==> src/rtl/thermal_alert_qualifier_consts.svh <==
`ifndef THERMAL_ALERT_QUALIFIER_CONSTS_SVH
`define THERMAL_ALERT_QUALIFIER_CONSTS_SVH

// register offsets
`define OFS_CFG1 8'h01
`define OFS_CFG2 8'h02
`define OFS_CFG4 8'h04
`define OFS_QUEUE 8'h06
`define OFS_RATE 8'h07
`define OFS_MASK2 8'h09
`define OFS_PCT_LIMIT 8'h19
`define OFS_HYS 8'h1a
`define OFS_PCT_VALUE 8'h4e
`define OFS_STATUS2 8'h50

// field positions
`define CFG1_PIN_INPUT 2
`define CFG1_COMP_MODE 3
`define CFG2_BOOST_DIS 1
`define CFG4_WIN_LSB 4
`define CFG4_REF_SEL 7
`define MASK2_PCT 4
`define STATUS2_PCT 4

// reset values
`define RST_CFG 8'h00
`define RST_QUEUE 8'h00
`define RST_RATE 8'h08
`define RST_PCT_LIMIT 8'hff
`define RST_HYS 8'h04

// rate codes
`define RATE_MAX 8'h0a
`define RATE_NO_AVG 8'h08

// timing
`define CLK_HZ 25000000
`define SLOWEST_RATE_PERIOD_S 16
`define WINDOW_BASE_US 250000
`define WIN_TICKS 256
`define WIN_CODE_MAX 3'd5

`endif

==> src/rtl/thermal_alert_qualifier_pkg.sv <==
`include "thermal_alert_qualifier_consts.svh"

package thermal_alert_qualifier_pkg;

  // one finished temperature measurement
  typedef struct packed {
    logic [1:0] chan;
    logic [7:0] temp;
    logic [7:0] overtemp_limit;
    logic out_of_limit;
  } meas_s;

  // whole state of the block
  typedef struct packed {
    logic [7:0] cfg1;
    logic [7:0] cfg2;
    logic [7:0] cfg4;
    logic [7:0] queue;
    logic [7:0] mask2;
    logic [7:0] pct_limit;
    logic [7:0] hys;
    logic [7:0] rate_pend;
    logic [7:0] rate_act;
    logic [28:0] rate_cnt;
    logic rate_start;
    logic [2:0][2:0] qcnt;
    logic [2:0] chan_out;
    logic [2:0] over;
    logic temp_alert;
    logic pct_status;
    logic [19:0] tick_cnt;
    logic [8:0] tick_num;
    logic [8:0] low_num;
    logic [7:0] pct_value;
    logic [7:0] rdata;
  } state_s;

endpackage

==> src/rtl/thermal_alert_qualifier.sv <==
module thermal_alert_qualifier
  import thermal_alert_qualifier_pkg::*;
#(
  parameter int unsigned RATE_BASE_CYCLES = `SLOWEST_RATE_PERIOD_S * `CLK_HZ,
  parameter int unsigned TICK_BASE_CYCLES =
    (`WINDOW_BASE_US / `WIN_TICKS) * (`CLK_HZ / 1000000)
    + ((`WINDOW_BASE_US % `WIN_TICKS) * (`CLK_HZ / 1000000)) / `WIN_TICKS
)
(
  // clock and reset
  input wire logic clock_i,
  input wire logic rst_n_i,
  // register port from the serial bus engine
  input wire logic [7:0] reg_addr_i,
  input wire logic reg_wr_i,
  input wire logic [7:0] reg_wdata_i,
  input wire logic reg_rd_i,
  output logic [7:0] reg_rdata_o,
  // queue clear events
  input wire logic alert_response_i,
  input wire logic status1_read_i,
  // measurement results
  input wire logic meas_valid_i,
  input wire meas_s meas_i,
  input wire logic round_done_i,
  // conversion scheduling
  output logic round_start_o,
  output logic averaging_o,
  // alert line, active low level
  output logic alert_n_o,
  // overtemp pin, open drain
  input wire logic overtemp_pin_i,
  output logic overtemp_pin_o,
  output logic overtemp_pin_oe_o,
  // fans and dual-function pin
  output logic fan_boost_o,
  input wire logic [1:0] fan_stall_i,
  output logic fan_fault_o,
  output logic fan_fault_oe_o,
  output logic ref_select_o
);

  state_s st;
  state_s next_st;

  logic [2:0] depth;
  logic [28:0] rate_period;
  logic [19:0] tick_period;
  logic [2:0] win_code;
  logic pin_input;
  logic comp_mode;
  logic pin_low;
  logic tick;
  logic win_end;
  logic [7:0] pct_now;
  logic [8:0] hys_sum;
  logic queue_clear;
  logic [1:0] ch;

  // queue depth field decode
  function automatic logic [2:0] decode_depth(input logic [3:0] f);
    logic [2:0] d;
    d = 3'd1;
    casez (f)
      4'b000?: d = 3'd1;
      4'b001?: d = 3'd2;
      4'b01??: d = 3'd3;
      default: d = 3'd4;
    endcase
    return d;
  endfunction

  // static decodes of configuration
  always_comb
  begin
    depth = decode_depth(st.queue[3:0]);
    pin_input = st.cfg1[`CFG1_PIN_INPUT];
    comp_mode = st.cfg1[`CFG1_COMP_MODE];
    rate_period = 29'(RATE_BASE_CYCLES >> st.rate_act[3:0]);
    win_code = st.cfg4[`CFG4_WIN_LSB+2:`CFG4_WIN_LSB];
    if (win_code > `WIN_CODE_MAX)
    begin
      win_code = `WIN_CODE_MAX;
    end
    tick_period = 20'(TICK_BASE_CYCLES << win_code);
    pin_low = pin_input && !overtemp_pin_i;
    tick = (st.tick_cnt == tick_period - 20'd1);
    win_end = tick && (st.tick_num == 9'(`WIN_TICKS - 1));
    queue_clear = alert_response_i || status1_read_i;
    ch = meas_i.chan;
    hys_sum = {1'b0, meas_i.temp} + {1'b0, st.hys};
  end

  // scaled percentage of the window just ending, 256 ticks map to 0xff
  always_comb
  begin
    if (st.low_num + {8'h00, pin_low} >= 9'(`WIN_TICKS))
    begin
      pct_now = 8'hff;
    end
    else
    begin
      pct_now = 8'(st.low_num + {8'h00, pin_low});
    end
  end

  // next state
  always_comb
  begin
    next_st = st;
    next_st.rate_start = 1'b0;

    // register writes
    if (reg_wr_i)
    begin
      unique case (reg_addr_i)
        `OFS_CFG1: next_st.cfg1 = reg_wdata_i;
        `OFS_CFG2: next_st.cfg2 = reg_wdata_i;
        `OFS_CFG4: next_st.cfg4 = reg_wdata_i;
        `OFS_QUEUE: next_st.queue = reg_wdata_i;
        `OFS_RATE: next_st.rate_pend = reg_wdata_i;
        `OFS_MASK2: next_st.mask2 = reg_wdata_i;
        `OFS_PCT_LIMIT: next_st.pct_limit = reg_wdata_i;
        `OFS_HYS: next_st.hys = reg_wdata_i;
        default: ;
      endcase
    end

    // register reads, unmapped reads give zero
    if (reg_rd_i)
    begin
      unique case (reg_addr_i)
        `OFS_CFG1: next_st.rdata = st.cfg1;
        `OFS_CFG2: next_st.rdata = st.cfg2;
        `OFS_CFG4: next_st.rdata = st.cfg4;
        `OFS_QUEUE: next_st.rdata = st.queue;
        `OFS_RATE: next_st.rdata = st.rate_pend;
        `OFS_MASK2: next_st.rdata = st.mask2;
        `OFS_PCT_LIMIT: next_st.rdata = st.pct_limit;
        `OFS_HYS: next_st.rdata = st.hys;
        `OFS_PCT_VALUE: next_st.rdata = st.pct_value;
        `OFS_STATUS2: next_st.rdata = {3'b000, st.pct_status, 4'h0};
        default: next_st.rdata = 8'h00;
      endcase
    end

    // status 2 clears on its read; a new event below wins
    if (reg_rd_i && reg_addr_i == `OFS_STATUS2)
    begin
      next_st.pct_status = 1'b0;
    end

    // conversion loop timer
    if (st.rate_cnt >= rate_period - 29'd1)
    begin
      next_st.rate_cnt = '0;
      next_st.rate_start = 1'b1;
    end
    else
    begin
      next_st.rate_cnt = st.rate_cnt + 29'd1;
    end

    // rate change waits for the loop in flight; reserved codes ignored
    if (round_done_i && st.rate_pend <= `RATE_MAX)
    begin
      next_st.rate_act = st.rate_pend;
    end

    // queue clears release a latched alert
    if (queue_clear)
    begin
      next_st.qcnt = '0;
      next_st.temp_alert = 1'b0;
    end

    // per-channel queue and overtemp hysteresis
    if (meas_valid_i && ch <= 2'd2)
    begin
      next_st.chan_out[ch] = meas_i.out_of_limit;
      if (meas_i.out_of_limit)
      begin
        if (next_st.qcnt[ch] < 3'd4)
        begin
          next_st.qcnt[ch] = next_st.qcnt[ch] + 3'd1;
        end
        if (!comp_mode && next_st.qcnt[ch] == depth)
        begin
          next_st.temp_alert = 1'b1;
        end
      end
      else
      begin
        next_st.qcnt[ch] = 3'd0;
      end
      if (meas_i.temp > meas_i.overtemp_limit)
      begin
        next_st.over[ch] = 1'b1;
      end
      else if (hys_sum < {1'b0, meas_i.overtemp_limit})
      begin
        next_st.over[ch] = 1'b0;
      end
    end

    // on-time sampling ticks and window
    if (!pin_input)
    begin
      next_st.tick_cnt = '0;
      next_st.tick_num = '0;
      next_st.low_num = '0;
    end
    else if (tick)
    begin
      next_st.tick_cnt = '0;
      if (win_end)
      begin
        next_st.tick_num = '0;
        next_st.low_num = '0;
        next_st.pct_value = pct_now;
        if (pct_now > st.pct_limit)
        begin
          next_st.pct_status = 1'b1;
        end
      end
      else
      begin
        next_st.tick_num = st.tick_num + 9'd1;
        next_st.low_num = st.low_num + {8'h00, pin_low};
      end
      if (pin_low && st.pct_limit == 8'h00)
      begin
        next_st.pct_status = 1'b1;
      end
    end
    else
    begin
      next_st.tick_cnt = st.tick_cnt + 20'd1;
    end
  end

  // state register
  always_ff @(posedge clock_i or negedge rst_n_i)
  begin
    if (!rst_n_i)
    begin
      st <= '0;
      st.cfg1 <= `RST_CFG;
      st.cfg2 <= `RST_CFG;
      st.cfg4 <= `RST_CFG;
      st.queue <= `RST_QUEUE;
      st.mask2 <= `RST_CFG;
      st.pct_limit <= `RST_PCT_LIMIT;
      st.hys <= `RST_HYS;
      st.rate_pend <= `RST_RATE;
      st.rate_act <= `RST_RATE;
    end
    else
    begin
      st <= next_st;
    end
  end

  // outputs
  always_comb
  begin
    reg_rdata_o = st.rdata;
    round_start_o = st.rate_start;
    averaging_o = (st.rate_act < `RATE_NO_AVG);
    alert_n_o = !((comp_mode ? |st.chan_out : st.temp_alert)
      || (st.pct_status && !st.mask2[`MASK2_PCT]));
    overtemp_pin_o = 1'b0;
    overtemp_pin_oe_o = pin_input ? |(st.over & st.cfg4[2:0])
      : |st.over;
    fan_boost_o = |st.over && !st.cfg2[`CFG2_BOOST_DIS];
    ref_select_o = st.cfg4[`CFG4_REF_SEL];
    fan_fault_o = 1'b0;
    fan_fault_oe_o = !st.cfg4[`CFG4_REF_SEL] && |fan_stall_i;
  end

endmodule // thermal_alert_qualifier

==> config.mk <==
export PLATFORM = sky130hd
export DESIGN_NAME = thermal_alert_qualifier
export DESIGN_NICKNAME = d
export VERILOG_FILES = /design/src/rtl/thermal_alert_qualifier_pkg.sv /design/src/rtl/thermal_alert_qualifier.sv
export VERILOG_INCLUDE_DIRS = /design/src /design/src/rtl
export SDC_FILE = /design/constraint.sdc
export NUM_CORES = 1
export LEC_CHECK = 0
export BUFFER_PORTS_ARGS = -buffer_cell sky130_fd_sc_hd__buf_2
export CAP_MARGIN = 5
export CORE_MARGIN = 1
export CORE_UTILIZATION = 55
export CTS_CLUSTER_SIZE = 10
export DETAILED_ROUTE_END_ITERATION = 8
export PLACE_DENSITY = 0.73
export SYNTH_ARGS = -nofsm -noshare
export SYNTH_HDL_FRONTEND = slang
export SYNTH_SLANG_ARGS = --single-unit
export TNS_END_PERCENT = 10
==> constraint.sdc <==
create_clock -name clock_i -period 4.7 [get_ports clock_i]
set_input_delay 0.47 -clock clock_i [delete_from_list [all_inputs] [get_ports clock_i]]
set_output_delay 0.47 -clock clock_i [all_outputs]
set_load 0.05 [all_outputs]
Word-level counts from Yosys, hierarchy flattened
Index checks and enable logic that the tools add are counted.
{"block": "totals", "ff_bits": 173, "in_bits": 46, "output_inout_bits": 17, "wordCells": 143}
{"block": "classes", "addsub": 8, "magnitude_cmp": 12, "n_eq_ne": 16, "n_shift": 2, "n_mux": 40, "n_bitwise": 6, "n_reduce_logical": 36}
{"operator": "one-hot mux 8 bit (10 select lines)", "n": 1}
{"operator": "two-way mux 9 bit", "n": 5}
{"operator": "two-way mux 38 bit", "n": 1}
{"operator": "adder 29 x 1 -> 29 bit (second input constant)", "n": 1}
{"operator": "greater-or-equal comparator 29 bit", "n": 1}
{"operator": "two-way mux 29 bit", "n": 1}
{"operator": ">> shifter 29 x 4 -> 29 bit (first input constant)", "n": 1}
{"operator": "subtractor 29 x 1 -> 29 bit (second input constant)", "n": 1}
{"operator": "two-way mux 26 bit", "n": 1}
{"operator": "== test 8 x 3 -> 1 bit (second input constant)", "n": 3}
{"operator": "adder 20 x 1 -> 20 bit (second input constant)", "n": 1}
{"operator": "== test 20 bit", "n": 1}
{"operator": "two-way mux 20 bit", "n": 1}
{"operator": "left shift 15 x 3 -> 20 bit (first input constant)", "n": 1}
{"operator": "subtractor 20 x 1 -> 20 bit (second input constant)", "n": 1}
{"operator": "two-way mux 18 bit", "n": 1}
{"operator": "two-way mux 3 bit", "n": 6}
{"operator": "AND reduction 2 bit", "n": 9}
{"operator": "== test 8 x 5 -> 1 bit (second input constant)", "n": 2}
{"operator": "== test 8 x 7 -> 1 bit (second input constant)", "n": 2}
{"operator": "> comparator 8 bit", "n": 2}
{"operator": "two-way mux 16 bit", "n": 1}
{"operator": "two-way mux 8 bit", "n": 2}
{"operator": "two-way mux 1 bit", "n": 13}
{"operator": "41 further kinds", "n": 61}

Logic depth before layout (Yosys ltp)
{"block": "logic_depth", "word_depth": 16, "mapped_depth": 18, "depth_no_buf": 16}

Least setup slack after synthesis
Ideal clock, no wire load.
{"block": "synth_timing", "path_type": "flip-flop to flip-flop", "from": "register st, in the netlist pin_input", "to": "register st[54] (netlist name)", "setup_time_ns": 0.133, "arrival_ns": 3.299, "required_time_ns": 4.567, "slack_ns": 1.268, "stages_incl_launch_ff": 17, "n_path_buf": 1, "period_less_slack_ns": 3.432, "cell_sequence": "dfrtp_1 -> inv_1 -> clkbuf_1 -> nor2_1 -> ha_1 -> ha_1 -> and3_1 -> nand3_1 -> nor2_1 -> xnor2_1 -> nand2_1 -> ha_1 -> a21o_1 -> a2111oi_0 -> o31ai_1 -> a21oi_1 -> o31ai_1"}
{"element": "start, declared", "line": "thermal_alert_qualifier.sv:43", "rtl": "state_s st;"}
{"element": "start signal, assigned", "line": "thermal_alert_qualifier.sv:260", "rtl": "st <= next_st;"}

Worst setup path after layout
{"block": "layout_timing", "from": "register st[153] (netlist name)", "to": "register st[24] (netlist name)"}
{"block": "layout_via", "elab_chain_cells": 9, "elab_cells_between_ends": 10, "cone_classes": "add/sub: 1; order compare: 1; eq/ne: 2; shift: 1; mux: 4; reduce/logical: 1"}
{"element": "> comparator 3 bit (no line)"}
{"element": "two-way mux 3 bit (*)", "line": "thermal_alert_qualifier.sv:81", "rtl": "if (win_code > `WIN_CODE_MAX)"}
{"element": "left shift 15 x 3 -> 20 bit (*)", "line": "thermal_alert_qualifier.sv:85", "rtl": "tick_period = 20'(TICK_BASE_CYCLES << win_code);"}
{"element": "subtractor 20 x 1 -> 20 bit (*)", "line": "thermal_alert_qualifier.sv:87", "rtl": "tick = (st.tick_cnt == tick_period - 20'd1);"}
{"element": "== test 20 bit (*)", "line": "thermal_alert_qualifier.sv:87"}
{"element": "logical AND 1 bit", "line": "thermal_alert_qualifier.sv:88", "rtl": "win_end = tick && (st.tick_num == 9'(`WIN_TICKS - 1));"}
{"element": "two-way mux 18 bit", "line": "thermal_alert_qualifier.sv:216", "rtl": "if (win_end)"}
{"element": "two-way mux 26 bit", "line": "thermal_alert_qualifier.sv:213", "rtl": "else if (tick)"}
{"element": "two-way mux 38 bit", "line": "thermal_alert_qualifier.sv:207", "rtl": "if (!pin_input)"}
Mark *: on every way between the ends. The rest lies on a longest branch, timed or not. The select of a mux whose other input is x is not followed.
A chain may end at the register's enable or synchronous reset.

==> results.cfg <==
[clock_network]
ctsHtreeMaxLevel = 4
postCtsSetupBuffers = 0
cts.path.max_buffers = 2
clock_sinks = 173
clkTransAtPathRegs_ps = 70
tritoncts = built
post_cts_resize_count = 0
cts_hold_buf = 0
cts_root_buf = clkbuf_16
worstSkewPairLatency_ps = 440
cts_made_buffers = 17

[detailed_routing]
topRoutingLayerUsed = met4
wl_met1_um = 12300
drtPass1Iterations = 5
drc = 0
num_vias = 9142
drt-total-wl_um = 27300
wl_per_cell_um = 18.2
ant_nets = 0
drt_iter0_drc = 816
met2_length_um = 13300
wl_met3_um = 1080
viasPerCell = 6.08

[global_routing]
grt_pass1_vias = 8825
overflow = 0
grt_antenna_before_repair = 0
grt_max_degree = 98
grt_pass1_wl_um = 45700
grt_usage_pct = 27.0

[cells_and_area]
post-route-util_pct = 60.9
fillers = 1702
antennaDiodeCount = 0
syn2layout_area_growth_pct = 8.76
fin_nets = 1336
drive_gt1_share_pct = 16.7

[worst_setup_path]
path_common_cell = or3_1
end_kind = flip-flop
cp.required_ps = 5030
cpPeakStageDelay_ps = 740
crit_path_cell_trace = or3_1 -> ha_1 -> xor2_1 -> or3_1 -> a221oi_2 -> nand2_1 -> or3_1 -> o41ai_1
crit_fanout = 20
r2r_cells = 8
critical_path_class = flip-flop to flip-flop
cp_slowest_cell = or3_1
arrival_ps = 4320
critPathLaunchType = flip-flop

[logic_synthesis]
synth_top_area_share_pct = 35.9
synth-seq-area-share_pct = 38.5
synth_edf_count = 0
synth_warnings = 0
synth_area_leaders = dfrtp_1 36%, mux2_2 7.6%, ha_1 7.5%, nor2_1 3.7%, nand2_1 3.5%
async_flop_share_pct = 100
ys.flop_type = dfrtp_1
synth_area_mm2 = 0.0113
synth_area_leader_cell = dfrtp_1
ys_ff_latch = 173
synth.distinct_cells = 75
synth_cells = 1207
avgSynthCellArea_um2 = 9.36

[power_and_ir_drop]
clkPwrFrac_pct = 40.1
seq_power_share_pct = 44.1
vdd_ir_drop_max_v = 0.000231
combPwrFrac_pct = 15.8
p_sw_mw = 1.15
power.density_mw_per_mm2 = 311
p_leak_nw = 5.78
fin_total_pwr_mw = 3.82
p_sw_share_pct = 30.1
p_int_mw = 2.67

[placement]
gp_congestion = 0.932
hpwlAfterDp_um = 19500
io_buffers = 60
pre_cts_ws_ps = 748

[sta]
post-route-period-util_pct = 84.9
period_minus_slack_ps = 3990
hold_viol = 0
setup_tns_ps = 0
drv_slew = 0
relSlewSlack_pct = 35.0
setup_viol = 0
fmax_ghz = 0.250
holdWs_ps = 64.9
worst_pin_slew_ps = 973
fin_skew_ps = 9.48
setup_ws_ps = 708
grt_setup_unrepaired = false

[die]
die_w_um = 145
io_pins = 63
initial_core_util_pct = 56.0
die_area_mm2 = 0.0211
fp.dieH_um = 145
coreArea_mm2 = 0.0202
rows = 52

[status]
status = finished, final reports clean

[hold_path]
min_path_type = input port to asynchronous set/reset pin

[job]
max_cap_violations = 0
## cells in the mapped netlist (33+ instances only)
library cell and number:
nand2_1 105, xor2_1 33, dfrtp_1 162, a21oi_1 40, inv_1 41, o21ai_0 43, mux2_2 76, nor2_1 110
xnor2_1 37, clkbuf_1 45, nand3_1 57, ha_1 68
## cell usage in the layout (no fill, tap or decap), types with 7 or more instances in the layout
cell type  netlist  final
ha_1            68     68
a31oi_1          7      7
a311o_1          7      7
or3_1           11     11
a21oi_1         40     40
o2bb2ai_1        9      9
inv_1           41     41
buf_2            9     59
nor3_1          27     27
or4_1            7      7
mux2i_1         27     27
nor2b_1         22     22
a22oi_1         14     14
dfrtp_1        162    162
dfstp_2         11     11
a22o_1           9      9
nand2b_1        13     13
o21ai_0         43     43
and3_1          26     26
nand2_1        105    105
mux2_2          76     76
clkbuf_16        0     17
nor4_1          20     20
xor2_1          33     33
nor2_1         110    110
o22ai_1         12     12
or2_2            7      7
xnor2_1         37     37
nand3_1         57     57
a211oi_1         9      9
a21o_1          23     23
nand4_1         18     18
## routing by layer
layer  up-vias  global-route usage (%)
li1       4380                       -
met5         -                       0
met2       265                    44.5
met3        49                    3.99
met4         0                    9.16
met1      4448                    36.2
## worst max-delay path, delay by kind of cell, from the launching register on
kind,cells,cell delay [ps]
adders and majority gates,1,260
AOI/OAI and AO/OA,2,740
DFF,1,580
and+or+nand+nor,4,2120
xor gates and xnor gates,1,170
## layout make-up
cell class	instances	area [um2]	area share (%)
clock buffers	17	425	3.46
flip-flops and latches	173	4340	35.4
inverters	42	158	1.28
repair buffers	66	364	2.96
well taps	270	338	2.75
multi-input cells	921	6450	52.5
clock inverters	15	200	1.63
## cells by family (layout without fill, tap and decap cells)
group           count (synthesis)  count (layout)  share of synthesized area [%]
simple gates                  452             452                           20.0
compound gates                225             225                           14.0
flops                         173             173                           38.5
buf+inv                       114             140                           4.42
mux                           103             103                           9.97
xor+xnor                       70              70                           5.43
fa+ha+maj                      69              69                           7.71
other cells                     1               2                         0.0332
## power groups by stage
stage	Sequential [mW]	Clock (mW)	Combinational, mW
floorplan	1.63	0	0.487
global placement	1.71	0	0.588
detailed placement	1.71	0	0.599
CTS	1.68	1.55	0.605
global route	1.70	1.61	0.689
finish	1.68	1.53	0.603
## registers in the layout, indices dropped and copies added (netlist names), named ones only
name,count
comp_mode,1
pin_input,1
ref_select_o,1
reg_rdata_o,8
st,155
round_start_o,1
## stage by stage
step                instance area [um2]  cells
finish                            12300   1504
global route                      12300   1504
CTS                               12300   1504
detailed placement                11700   1472
global placement                  11700   1472
floorplan                         11300   1208
## path summary, 6_finish.rpt
| kind | from | to | slack (ps) |
|---|---|---|---|
| setup / recovery | st[153] | st[24] | 710 |
| hold reg to reg | flip-flop | flip-flop | 480 |
| min in group clock_i | meas_i[0] | flip-flop | 350 |
| max in group asynchronous | rst_n_i | st[119] | 3680 |
| hold / removal | rst_n_i | st[33] | 60 |
| setup reg to reg | st[153] | st[24] | 710 |
Note: power is estimated with default switching activity, not from simulation.
